[config.mk]
export PLATFORM = sky130hd
export DESIGN_NAME = mbf_handler
export DESIGN_NICKNAME = d
export VERILOG_FILES = /design/src/mbf_pkg.sv /design/src/mbf_handler.sv
export SDC_FILE = /design/constraint.sdc
export NUM_CORES = 1
export LEC_CHECK = 0
export ABC_AREA = 1
export BUFFER_PORTS_ARGS = -buffer_cell sky130_fd_sc_hd__buf_4
export CORE_AREA = 5 5 131 164
export CTS_CLUSTER_DIAMETER = 200
export DETAILED_ROUTE_END_ITERATION = 8
export DIE_AREA = 0 0 136 169
export MAX_ROUTING_LAYER = met4
export PLACE_DENSITY_LB_ADDON = 0.15
export SLEW_MARGIN = 20
export SYNTH_ARGS = -nofsm -noshare
export SYNTH_HDL_FRONTEND = slang
export SYNTH_SLANG_ARGS = --single-unit
[constraint.sdc]
create_clock -name i_clk -period 4.1 [get_ports i_clk]
set_input_delay 0.41 -clock i_clk [delete_from_list [all_inputs] [get_ports i_clk]]
set_output_delay 0.41 -clock i_clk [all_outputs]
set_load 0.02 [all_outputs]
[src/mbf_pkg.sv]
package mbf_pkg;
	localparam logic [7:0] FN_READ = 8'h03;
	localparam logic [7:0] FN_WRITE = 8'h06;
	localparam logic [7:0] FN_DIAG = 8'h08;
	localparam logic [7:0] FN_PASS = 8'h41;
	localparam logic [7:0] FN_ERR_BIT = 8'h80;
	localparam logic [7:0] EXC_FUNC = 8'h01;
	localparam logic [7:0] EXC_DATA = 8'h03;
	localparam logic [7:0] EXC_LINK = 8'h0b;
	localparam logic [15:0] SUB_ECHO = 16'h0000;
	localparam logic [15:0] SUB_RESTART = 16'h0001;
	localparam logic [15:0] SUB_LISTEN = 16'h0004;
	localparam logic [15:0] LISTEN_DATA = 16'h0000;
	localparam logic [7:0] RESTART_KEEP = 8'h00;
	localparam logic [7:0] RESTART_CLEAR = 8'hff;
	localparam logic [15:0] REG_TIMEOUT = 16'h0000;
	localparam logic [15:0] REG_WR_MAX = 16'h0005;
	localparam logic [15:0] REG_RD_MAX = 16'h0017;
	localparam logic [15:0] RD_COUNT_ONE = 16'h0001;
	localparam logic [7:0] RD_BYTES = 8'h02;
	localparam logic [7:0] TIMEOUT_RST = 8'h02;
	localparam logic [7:0] BCAST_ADDR = 8'h00;
	localparam logic [15:0] CRC_INIT = 16'hffff;
	localparam logic [15:0] CRC_POLY = 16'ha001;
	localparam logic [7:0] ASC_ZERO = 8'h30;
	localparam logic [7:0] ASC_ALPHA = 8'h37;
	localparam int FRAME_MAX = 10;
	localparam logic [3:0] FRAME_LEN = 4'd10;
	localparam logic [3:0] CMD_POS = 4'd2;
	localparam logic [3:0] MIN_FRAME = 4'd2;
	localparam logic [3:0] REQ_LEN = 4'd6;
	localparam logic [3:0] ERR_LEN = 4'd3;
	localparam logic [3:0] RD_RSP_LEN = 4'd5;
	localparam logic [3:0] PASS_MIN = 4'd1;
	localparam logic [3:0] PASS_MAX = 4'd8;
	localparam logic [3:0] REG_CMD_LEN = 4'd4;

	typedef struct packed {
		logic valid;
		logic [7:0] data;
		logic last;
	} mbf_byte_type;

	typedef struct packed {
		logic req;
		logic offline;
		logic is_reg;
		logic wr;
		logic [7:0] timeout;
		logic [3:0] len;
		logic [63:0] cmd;
	} mbf_dn_req_type;

	typedef struct packed {
		logic done;
		logic err;
		logic [2:0] len;
		logic [31:0] data;
	} mbf_dn_rsp_type;

	function automatic logic [15:0] mbf_crc_byte(input logic [15:0] c, input logic [7:0] b);
		logic [15:0] v;
		v = c ^ {8'h00, b};
		for (int i = 0; i < 8; i++) begin
			v = v[0] ? ((v >> 1) ^ CRC_POLY) : (v >> 1);
		end
		return v;
	endfunction

	function automatic logic [7:0] mbf_hex(input logic [3:0] n);
		return (n < 4'ha) ? (ASC_ZERO + {4'h0, n}) : (ASC_ALPHA + {4'h0, n});
	endfunction
endpackage

[src/mbf_handler.sv]
`timescale 1ns/100ps
module mbf_handler (
	input wire logic i_clk,
	input wire logic i_rst_n,
	input wire logic i_ascii,
	input wire mbf_pkg::mbf_byte_type i_rx,
	input wire logic i_tx_ready,
	input wire mbf_pkg::mbf_dn_rsp_type i_dn,
	input wire logic [3:0] i_dn_exp_len,
	output mbf_pkg::mbf_byte_type o_tx,
	output mbf_pkg::mbf_dn_req_type o_dn,
	output logic o_busy,
	output logic o_listen
);
	import mbf_pkg::*;

	// ----------------------------------------------------------------
	// State
	// ----------------------------------------------------------------
	typedef enum logic [2:0] {
		ST_RX = 3'b000,
		ST_EXEC = 3'b001,
		ST_DN = 3'b010,
		ST_SEND = 3'b011,
		ST_CHK = 3'b100
	} mbf_state_type;

	mbf_state_type state_q, state_d;
	logic [7:0] buf_q [FRAME_MAX];
	logic [7:0] buf_d [FRAME_MAX];
	logic [3:0] cnt_q, cnt_d, rlen_q, rlen_d, idx_q, idx_d;
	logic ovf_q, ovf_d, listen_q, listen_d, silent_q, silent_d, chk_q, chk_d;
	logic busy_q, busy_d;
	logic [7:0] tmo_q, tmo_d, lrc_q, lrc_d;
	logic [15:0] crc_q, crc_d;
	mbf_byte_type tx_q, tx_d;
	mbf_dn_req_type dn_q, dn_d;
	logic [7:0] fn, exc, lrc_neg;
	logic [15:0] adr, dat;
	logic [3:0] plen;
	logic [2:0] slot;
	logic err;

	// ----------------------------------------------------------------
	// Next-state logic
	// ----------------------------------------------------------------
	always_comb begin
		state_d = state_q;
		buf_d = buf_q;
		cnt_d = cnt_q;
		rlen_d = rlen_q;
		idx_d = idx_q;
		ovf_d = ovf_q;
		listen_d = listen_q;
		silent_d = silent_q;
		chk_d = chk_q;
		tmo_d = tmo_q;
		lrc_d = lrc_q;
		crc_d = crc_q;
		tx_d = tx_q;
		dn_d = dn_q;
		fn = buf_q[1];
		adr = {buf_q[2], buf_q[3]};
		dat = {buf_q[4], buf_q[5]};
		plen = cnt_q - CMD_POS;
		slot = 3'(cnt_q - CMD_POS);
		err = 1'b0;
		exc = EXC_DATA;
		lrc_neg = 8'h00 - lrc_q;
		dn_d.offline = listen_d;
		dn_d.timeout = tmo_d;
		unique case (state_q)
			ST_RX: begin
				if (i_rx.valid) begin
					if (cnt_q < FRAME_LEN) begin
						buf_d[cnt_q] = i_rx.data;
						cnt_d = cnt_q + 4'd1;
					end else begin
						ovf_d = 1'b1;
					end
					if (cnt_q >= CMD_POS && cnt_q < FRAME_LEN) begin
						dn_d.cmd[{slot, 3'b000} +: 8] = i_rx.data;
					end
					if (i_rx.last) begin
						state_d = ST_EXEC;
					end
				end
			end
			ST_EXEC: begin
				cnt_d = 4'd0;
				ovf_d = 1'b0;
				idx_d = 4'd0;
				crc_d = CRC_INIT;
				lrc_d = 8'h00;
				chk_d = 1'b0;
				rlen_d = cnt_q;
				state_d = ST_SEND;
				silent_d = (buf_q[0] == BCAST_ADDR);
				if (cnt_q < MIN_FRAME) begin
					state_d = ST_RX;
				end else if (listen_q) begin
					state_d = ST_RX;
					if (fn == FN_DIAG && cnt_q == REQ_LEN && adr == SUB_RESTART &&
						(buf_q[4] == RESTART_KEEP || buf_q[4] == RESTART_CLEAR)) begin
						listen_d = 1'b0;
					end
				end else begin
					unique case (fn)
						FN_READ: begin
							if (cnt_q != REQ_LEN || adr > REG_RD_MAX || dat != RD_COUNT_ONE) begin
								err = 1'b1;
							end else if (adr == REG_TIMEOUT) begin
								buf_d[2] = RD_BYTES;
								buf_d[3] = 8'h00;
								buf_d[4] = tmo_q;
								rlen_d = RD_RSP_LEN;
							end else begin
								dn_d.req = 1'b1;
								dn_d.is_reg = 1'b1;
								dn_d.wr = 1'b0;
								dn_d.len = REG_CMD_LEN;
								state_d = ST_DN;
							end
						end
						FN_WRITE: begin
							if (cnt_q != REQ_LEN || adr > REG_WR_MAX ||
								(adr == REG_TIMEOUT && buf_q[4] != 8'h00)) begin
								err = 1'b1;
							end else if (adr == REG_TIMEOUT) begin
								tmo_d = buf_q[5];
							end else begin
								dn_d.req = 1'b1;
								dn_d.is_reg = 1'b1;
								dn_d.wr = 1'b1;
								dn_d.len = REG_CMD_LEN;
								state_d = ST_DN;
							end
						end
						FN_DIAG: begin
							if (cnt_q != REQ_LEN) begin
								err = 1'b1;
							end else begin
								unique case (adr)
									SUB_ECHO: rlen_d = cnt_q;
									SUB_RESTART: begin
										err = !(buf_q[4] == RESTART_KEEP ||
											buf_q[4] == RESTART_CLEAR);
									end
									SUB_LISTEN: begin
										if (dat != LISTEN_DATA) begin
											err = 1'b1;
										end else begin
											listen_d = 1'b1;
											state_d = ST_RX;
										end
									end
									default: err = 1'b1;
								endcase
							end
						end
						FN_PASS: begin
							if (ovf_q || plen < PASS_MIN || plen > PASS_MAX ||
								plen != i_dn_exp_len) begin
								err = 1'b1;
							end else begin
								dn_d.req = 1'b1;
								dn_d.is_reg = 1'b0;
								dn_d.wr = 1'b0;
								dn_d.len = plen;
								state_d = ST_DN;
							end
						end
						default: begin
							err = 1'b1;
							exc = EXC_FUNC;
						end
					endcase
				end
				if (err) begin
					buf_d[1] = fn | FN_ERR_BIT;
					buf_d[2] = exc;
					rlen_d = ERR_LEN;
					state_d = ST_SEND;
				end
				dn_d.offline = listen_d;
				dn_d.timeout = tmo_d;
			end
			ST_DN: begin
				if (i_dn.done) begin
					dn_d.req = 1'b0;
					state_d = ST_SEND;
					if (i_dn.err) begin
						buf_d[1] = fn | FN_ERR_BIT;
						buf_d[2] = EXC_LINK;
						rlen_d = ERR_LEN;
					end else if (dn_q.is_reg && !dn_q.wr) begin
						buf_d[2] = RD_BYTES;
						buf_d[3] = i_dn.data[15:8];
						buf_d[4] = i_dn.data[7:0];
						rlen_d = RD_RSP_LEN;
					end else if (!dn_q.is_reg) begin
						for (int i = 0; i < 4; i++) begin
							if (i < int'(i_dn.len)) begin
								buf_d[2 + i] = i_dn.data[8 * i +: 8];
							end
						end
						rlen_d = CMD_POS + {1'b0, i_dn.len};
					end
				end
			end
			ST_SEND: begin
				if (silent_q) begin
					state_d = ST_RX;
				end else if (!tx_q.valid || i_tx_ready) begin
					tx_d.valid = 1'b1;
					tx_d.last = 1'b0;
					if (idx_q < rlen_q) begin
						tx_d.data = buf_q[idx_q];
						crc_d = mbf_crc_byte(crc_q, buf_q[idx_q]);
						lrc_d = lrc_q + buf_q[idx_q];
						idx_d = idx_q + 4'd1;
					end else begin
						tx_d.data = i_ascii ? mbf_hex(lrc_neg[7:4]) : crc_q[7:0];
						state_d = ST_CHK;
					end
				end
			end
			ST_CHK: begin
				if (i_tx_ready) begin
					if (!chk_q) begin
						tx_d.data = i_ascii ? mbf_hex(lrc_neg[3:0]) : crc_q[15:8];
						tx_d.last = 1'b1;
						chk_d = 1'b1;
					end else begin
						tx_d.valid = 1'b0;
						tx_d.last = 1'b0;
						state_d = ST_RX;
					end
				end
			end
			default: state_d = ST_RX;
		endcase
		busy_d = (state_d != ST_RX);
	end

	// ----------------------------------------------------------------
	// Registers
	// ----------------------------------------------------------------
	always_ff @(posedge i_clk or negedge i_rst_n) begin
		if (!i_rst_n) begin
			state_q <= ST_RX;
			for (int i = 0; i < FRAME_MAX; i++) begin
				buf_q[i] <= 8'h00;
			end
			cnt_q <= 4'd0;
			rlen_q <= 4'd0;
			idx_q <= 4'd0;
			ovf_q <= 1'b0;
			listen_q <= 1'b0;
			silent_q <= 1'b0;
			chk_q <= 1'b0;
			busy_q <= 1'b0;
			tmo_q <= TIMEOUT_RST;
			lrc_q <= 8'h00;
			crc_q <= CRC_INIT;
			tx_q <= '0;
			dn_q <= '{timeout: TIMEOUT_RST, default: '0};
		end else begin
			state_q <= state_d;
			buf_q <= buf_d;
			cnt_q <= cnt_d;
			rlen_q <= rlen_d;
			idx_q <= idx_d;
			ovf_q <= ovf_d;
			listen_q <= listen_d;
			silent_q <= silent_d;
			chk_q <= chk_d;
			busy_q <= busy_d;
			tmo_q <= tmo_d;
			lrc_q <= lrc_d;
			crc_q <= crc_d;
			tx_q <= tx_d;
			dn_q <= dn_d;
		end
	end

	assign o_tx = tx_q;
	assign o_dn = dn_q;
	assign o_busy = busy_q;
	assign o_listen = listen_q;
endmodule // mbf_handler

==> results of run 1 <==
layout by cell type, fill, tap and decap left out, types with 3 or more instances in the layout:
master and n:
o22ai_1 17, nand2_4 3, a21oi_1 48, nor2_2 3, nand4_1 14, and3_1 3
nand3_1 101, inv_2 15, dfstp_2 18, nor3_4 3, nor3_2 4, o21ai_2 8
bufinv_16 3, o211ai_1 25, nand2_1 362, o31ai_1 22, clkinv_2 3, nand3_2 10
nand2_2 24, inv_1 184, clkbuf_8 5, buf_4 159, o21ai_0 197, o21a_1 3
clkbuf_16 24, clkbuf_1 5, o21ai_1 8, nor2_1 115, nor4_2 3, xnor2_1 6
nor4_1 8, a31oi_1 9, dfrtp_1 204, o221ai_1 7, a22oi_1 6, ha_1 26
nor2_4 5, clkinv_1 4, xor2_1 12, nor3_1 15
sequential cells by signal, indices dropped and copies added (netlist names), 8 cells and up:
name	flops
o_dn	80
buf_q	56
adr	16
crc_q	16
o_tx	10
fn	8
lrc_q	8
tmo_q	8
logic make-up after synthesis:
family | after synthesis
fa+ha+maj | 27
simple gates | 678
mux | 2
xor+xnor | 20
buf+inv | 258
compound gates | 369
flops | 222
worst paths after layout:
check                         start  endpoint  depth (start not counted)
max                        cnt_q[0]  o_dn[47]                          8
min                         i_rst_n  o_dn[79]                          1
max reg2reg                cnt_q[0]  o_dn[47]                          8
min reg2reg                o_dn[61]  o_dn[61]                          2
max in group asynchronous   i_rst_n  o_dn[69]                          2
min in group i_clk          i_rx[8]  o_dn[39]                          3
final cells by class:
class,instances,area [um^2],share of cell area (%)
Clock buffer,34,688,4.74
Inverter,203,762,5.25
Multi-Input combinational cell,1096,5790,39.9
Clock inverter,8,129,0.888
Tap cell,270,338,2.33
Sequential cell,222,5580,38.4
Timing Repair Buffer,161,1230,8.47
power by group:
group	internal (mW)	switching (mW)	leakage, nW	total (mW)
combinational	2.22	4.60	3.69	6.82
sequential	2.93	0.589	2.93	3.51
clock	1.36	0.917	0.399	2.27
routing by layer:
layer / vias to the layer above / GRT usage [%]
met3: 156 / 4.88
met2: 616 / 59.3
met1: 5700 / 45.8
met5: - / -
li1: 5500 / -
met4: 0 / 17.3
stage by stage:
step	hold slack, ns	instances	setup slack, ns	cell area, um^2
2_1_floorplan	0.114	1576	1.48	12400
3_3_place_gp	0.465	1952	1.05	13700
3_5_place_dp	0.471	1952	0.951	13700
4_1_cts	0.0129	1994	0.940	14500
5_1_grt	0.0644	1994	0.674	14500
6_report	-0.0252	1994	0.889	14500
==> flow_metrics.env, run 1 <==
export IMPL_max_stage_delay_ns=0.72
export IMPL_synth_simple_gate_area_share_pct=24.5
export IMPL_yosysUniqueCellTypes=65
export IMPL_path_max_fanout=16
export IMPL_path_cells="inv_2 -> ha_1 -> ha_1 -> inv_1 -> buf_4 -> nand3_1 -> nor3_2 -> mux2_2"
export IMPL_clockBufferDepth=3
export IMPL_dr_max_layer_used="met4"
export IMPL_synth_largest_area_cell="dfrtp_1"
export IMPL_clkLatencyLatePin_ns=0.53
export IMPL_crit_required_ns=4.51
export IMPL_p_total_mw=12.6
export IMPL_p_per_area_nw_per_um2=869
export IMPL_end_kind="flip-flop"
export IMPL_ant_nets=0
export IMPL_route_met2_wl_mm=19.6
export IMPL_crit_arrival_ns=3.62
export IMPL_r2r_slack_ns=0.89
export IMPL_die_h_um=169
export IMPL_yosysSeqAreaShare_pct=44.8
export IMPL_num_io_pins=147
export IMPL_coreArea_um2=19800
export IMPL_synth_top_family_by_area="simple AND/OR/NAND/NOR gates"
export IMPL_synth_adder_area_share_pct=2.78
export IMPL_cts_sinks=222
export IMPL_cts_hold_buf=0
export IMPL_setup_viol=0
export IMPL_fin_crit_ns=3.21
export IMPL_maxCapViolations=0
export IMPL_postCtsSetupRepairBufs=0
export IMPL_syn_inst=1576
export IMPL_cts_tree="built"
export IMPL_synth_compound_area_share_pct=17.4
export IMPL_diodes=0
export IMPL_synth_edf_count=0
export IMPL_start_kind="flip-flop"
export IMPL_layout_drive_gt1_share_pct=17.7
export IMPL_vias=12000
export IMPL_netlist_area_um2=12400
export IMPL_power_leakage_nw=7.01
export IMPL_report_final_slew_viol_count=0
export IMPL_cts_htree_levels=1
export IMPL_rsz0062_at_grt="no"
export IMPL_fin_nets=1790
export IMPL_synth_xor_area_share_pct=1.62
export IMPL_post_dp_hpwl_mm=30.1
export IMPL_ys_async_sr_fraction_pct=100
export IMPL_dieArea_um2=23000
export IMPL_hold_viol_final=7
export IMPL_gp_congestion=1.09
export IMPL_fmax_mhz=311
export IMPL_synth_fp_nets=1658
export IMPL_n_fill_cell=1577
export IMPL_row_count=58
export IMPL_yosys_mux_area_fraction_pct=0.181
export IMPL_cp_common_cell="ha_1"
export IMPL_grt_max_degree=120
export IMPL_drt_iter0_markers=1206
export IMPL_grt_pass1_wl_mm=64.0
export IMPL_whs_ns=-0.0252
export IMPL_fin_tns_setup_ns=0
export IMPL_numCtsBuffers=24
export IMPL_min_path_type="in -> async"
export IMPL_ir_drop_mv=0.491
export IMPL_synthFlopType="dfrtp_1"
export IMPL_synth_avg_cell_area_um2=7.89
export IMPL_worst_path_buf_inv=3
export IMPL_ys_ff_latch=222
export IMPL_syn2layout_area_growth_pct=16.7
export IMPL_finalCritPeriodShare_pct=78.3
export IMPL_drc=0
export IMPL_start_util_pct=62.8
export IMPL_grt_pass1_vias=11900
export IMPL_slowest_stage="dfrtp_1"
export IMPL_gr_total_overflow=0
export IMPL_clk_pin_slew_ns=0.07
export IMPL_yosysMostFrequentCell="nand2_1"
export IMPL_wl_met3_mm=3.05
export IMPL_ctsRootBufferMaster="clkbuf_16"
export IMPL_detail_route_wl_per_cell_um=20.3
export IMPL_tightestPinTransition_ns=0.932
export IMPL_grt_antenna_before_repair=0
export IMPL_postLayoutCoreUtil_pct=73.3
export IMPL_status="finished, violations left"
export IMPL_slew_headroom_pct=37.9
export IMPL_viasPerCell=6.00
export IMPL_netlist_area_leader_share_pct=41.0
export IMPL_die_width_um=136
export IMPL_cts_resized=0
export IMPL_wl_met1_mm=15.5
export IMPL_synth_area_leaders="dfrtp_1 41%, nand2_1 11%, o21ai_0 7.9%, inv_1 5.6%, nand3_1 4.1%"
export IMPL_grt_usage_pct=36.7
export IMPL_path_delay_family="simple AND/OR/NAND/NOR gates"
export IMPL_finClkSkew_ns=0.0123
export IMPL_synth_common_cells="362 x nand2_1, 204 x dfrtp_1, 197 x o21ai_0"
export IMPL_wl_mm=40.5
export IMPL_ys_warn_count=0
export IMPL_first_pass_iters=6
export IMPL_io_buffers=146
export IMPL_worstSetupPathType="reg -> reg"
export IMPL_violations="negative hold slack"
Power figures use the tool's default switching activity.
==> run 2, diff against run 1 <==
--- a/config.mk
+++ b/config.mk
@@ -7,10 +7,10 @@
 export LEC_CHECK = 0
 export ABC_AREA = 1
 export BUFFER_PORTS_ARGS = -buffer_cell sky130_fd_sc_hd__buf_4
-export CORE_AREA = 5 5 131 164
+export CORE_AREA = 5 5 136 171
 export CTS_CLUSTER_DIAMETER = 200
 export DETAILED_ROUTE_END_ITERATION = 8
-export DIE_AREA = 0 0 136 169
+export DIE_AREA = 0 0 141 176
 export MAX_ROUTING_LAYER = met4
 export PLACE_DENSITY_LB_ADDON = 0.15
 export SLEW_MARGIN = 20
==> constraint.sdc (replaced) <==
create_clock -name i_clk -period 3 [get_ports i_clk]
set_input_delay 0.3 -clock i_clk [delete_from_list [all_inputs] [get_ports i_clk]]
set_output_delay 0.3 -clock i_clk [all_outputs]
set_load 0.02 [all_outputs]
==> run 2 against run 1 <==
- non-clock buffer count rose by 30
- sequential power is 37% higher
- combinational power up 41%
- global-route usage fell by 2.3 points
- the run now ends clean
- highest routed layer unchanged
- critical path depth rose by 5
- routed wire length grew 3.5%
==> flow_metrics.env, run 2 (synthesized netlist as in run 1, its figures left out) <==
export IMPL_status="complete, no violations"
export IMPL_combPwrFrac_pct=54.2
export IMPL_slew_headroom_pct=44.3
export IMPL_gp_congestion=1.05
export IMPL_setup_viol=0
export IMPL_detail_route_wl_per_cell_um=20.6
export IMPL_start_util_pct=58.4
export IMPL_viasPerCell=5.94
export IMPL_dp_cells=1989
export IMPL_wl_mm=41.9
export IMPL_maxCapViolations=0
export IMPL_numCtsBuffers=23
export IMPL_path_max_fanout=14
export IMPL_start_kind="flip-flop"
export IMPL_min_path_cells=3
export IMPL_num_io_pins=147
export IMPL_power_leakage_nw=7.18
export IMPL_coreArea_um2=21300
export IMPL_rsz0062_at_grt="no"
export IMPL_die_h_um=176
export IMPL_clkLatencyLatePin_ns=0.52
export IMPL_crit_arrival_ns=3.31
export IMPL_min_path_type="in -> reg"
export IMPL_vias=12100
export IMPL_report_final_slew_viol_count=0
export IMPL_fin_cells=2033
export IMPL_row_count=60
export IMPL_cts_tree="built"
export IMPL_gr_total_overflow=0
export IMPL_fmax_mhz=343
export IMPL_cts_sinks=222
export IMPL_syn2layout_area_growth_pct=19.4
export IMPL_ir_drop_mv=0.776
export IMPL_pwr_share_seq_pct=27.1
export IMPL_finalCritPeriodShare_pct=97.1
export IMPL_drt_iter0_markers=1130
export IMPL_p_clk_share_pct=18.7
export IMPL_layout_common_cells="362 x nand2_1, 202 x dfrtp_1, 197 x o21ai_0, 186 x buf_4, 184 x inv_1"
export IMPL_r2r_slack_ns=0.09
export IMPL_fin_crit_ns=2.91
export IMPL_reg2reg_to="adr[9]"
export IMPL_whs_endpoint="o_dn[38]"
export IMPL_end_kind="flip-flop"
export IMPL_n_fill_cell=1716
export IMPL_fin_nets=1819
export IMPL_dieArea_um2=24800
export IMPL_grt_pass1_vias=11900
export IMPL_layout_commonest_cell="nand2_1"
export IMPL_grt_max_degree=90
export IMPL_io_buffers=146
export IMPL_p_per_area_nw_per_um2=1190
export IMPL_cts_htree_levels=1
export IMPL_ant_nets=0
export IMPL_fin_tns_setup_ns=0
export IMPL_grt_antenna_before_repair=0
export IMPL_layout_drive_gt1_share_pct=19.4
export IMPL_crit_required_ns=3.40
export IMPL_drc=0
export IMPL_p_sw_share_pct=47.6
export IMPL_diodes=0
export IMPL_worstSetupPathType="reg -> reg"
export IMPL_clk_pin_slew_ns=0.07
export IMPL_post_dp_hpwl_mm=31.6
export IMPL_p_sw_mw=8.45
export IMPL_die_width_um=141
export IMPL_rr_worst_depth=13
export IMPL_postCtsSetupRepairBufs=0
export IMPL_rr_startpoint="buf_q[32]"
export IMPL_grt_usage_pct=34.4
export IMPL_finClkSkew_ns=0.0111
export IMPL_hold_viol_final=0
export IMPL_clockBufferDepth=3
export IMPL_hp_start="i_rx[7]"
export IMPL_tightestPinTransition_ns=0.828
export IMPL_largest_reg_flops=80
export IMPL_first_pass_iters=6
export IMPL_intPower_mw=9.29
export IMPL_ctsRootBufferMaster="clkbuf_16"
export IMPL_grt_pass1_wl_mm=65.5
==> run 2: what timing repair did <==
action | 4_1_cts | 5_1_grt
hold endpoints to repair | 82 | 0
resized for setup | 0 | 6
hold buffers | 1 | 0
setup endpoints to repair | 0 | 11
==> run 2: metal layers <==
metal	part of all wire [%]	track usage [%]
met1	38	42.4
met3	7.4	3.82
met5	0	-
met2	48	56.7
met4	5.9	16.3
==> run 2: critical path, cell delays in order, from the launching register on <==
cell	delay (ns)
dfrtp_1	0.32
inv_1	0.12
nor4_1	0.71
o2111ai_2	0.29
nor3_4	0.28
nor2_2	0.09
nor3_4	0.24
nand2_2	0.08
o21ai_2	0.16
nand3_1	0.10
nand2_2	0.10
inv_2	0.13
nand2_1	0.12
o21ai_2	0.05
==> run 2: how the worst max path moves through the flow <==
| stage | from | to |
|---|---|---|
| after floorplan | cnt_q[1] | o_dn[32] |
| after global placement | cnt_q[3] | o_dn[73] |
| after detailed placement | cnt_q[2] | o_dn[27] |
| after CTS | cnt_q[2] | o_dn[7] |
| after global routing | idx_q[1] | lrc_q[7] |
| final | buf_q[32] | adr[9] |
==> run 2: final cells by class <==
class                      instances  area (um^2)  area share [%]
multi-input combinational       1096         5800            39.0
sequential                       222         5580            37.6
timing repair buffer             191         1490            10.0
inverter                         203          767            5.16
clock buffer                      27          611            4.11
tap                              279          349            2.35
clock inverter                    15          269            1.81
==> run 2: power groups by stage <==
stage	combinational (mW)	sequential (mW)	clock (mW)
after floorplan	6.29	4.95	0
after global placement	9.20	4.79	0
after detailed placement	9.36	4.79	0
after CTS	9.42	4.76	3.35
after global routing	10.5	4.90	3.50
final	9.62	4.81	3.32
==> run 2: per-stage QoR <==
stage	power (mW)	area (um^2)	setup WS [ns]	utilization, %	hold slack, ns
after floorplan	11.2	12400	0.376	-	0.00441
after global placement	14.0	13900	0.206	65.3	0.336
after detailed placement	14.1	13900	0.214	65.3	0.338
after CTS	17.5	14800	0.154	69.5	0.0759
after global routing	18.9	14900	0.00332	69.7	0.0999
final	17.7	14900	0.0873	69.7	0.0910
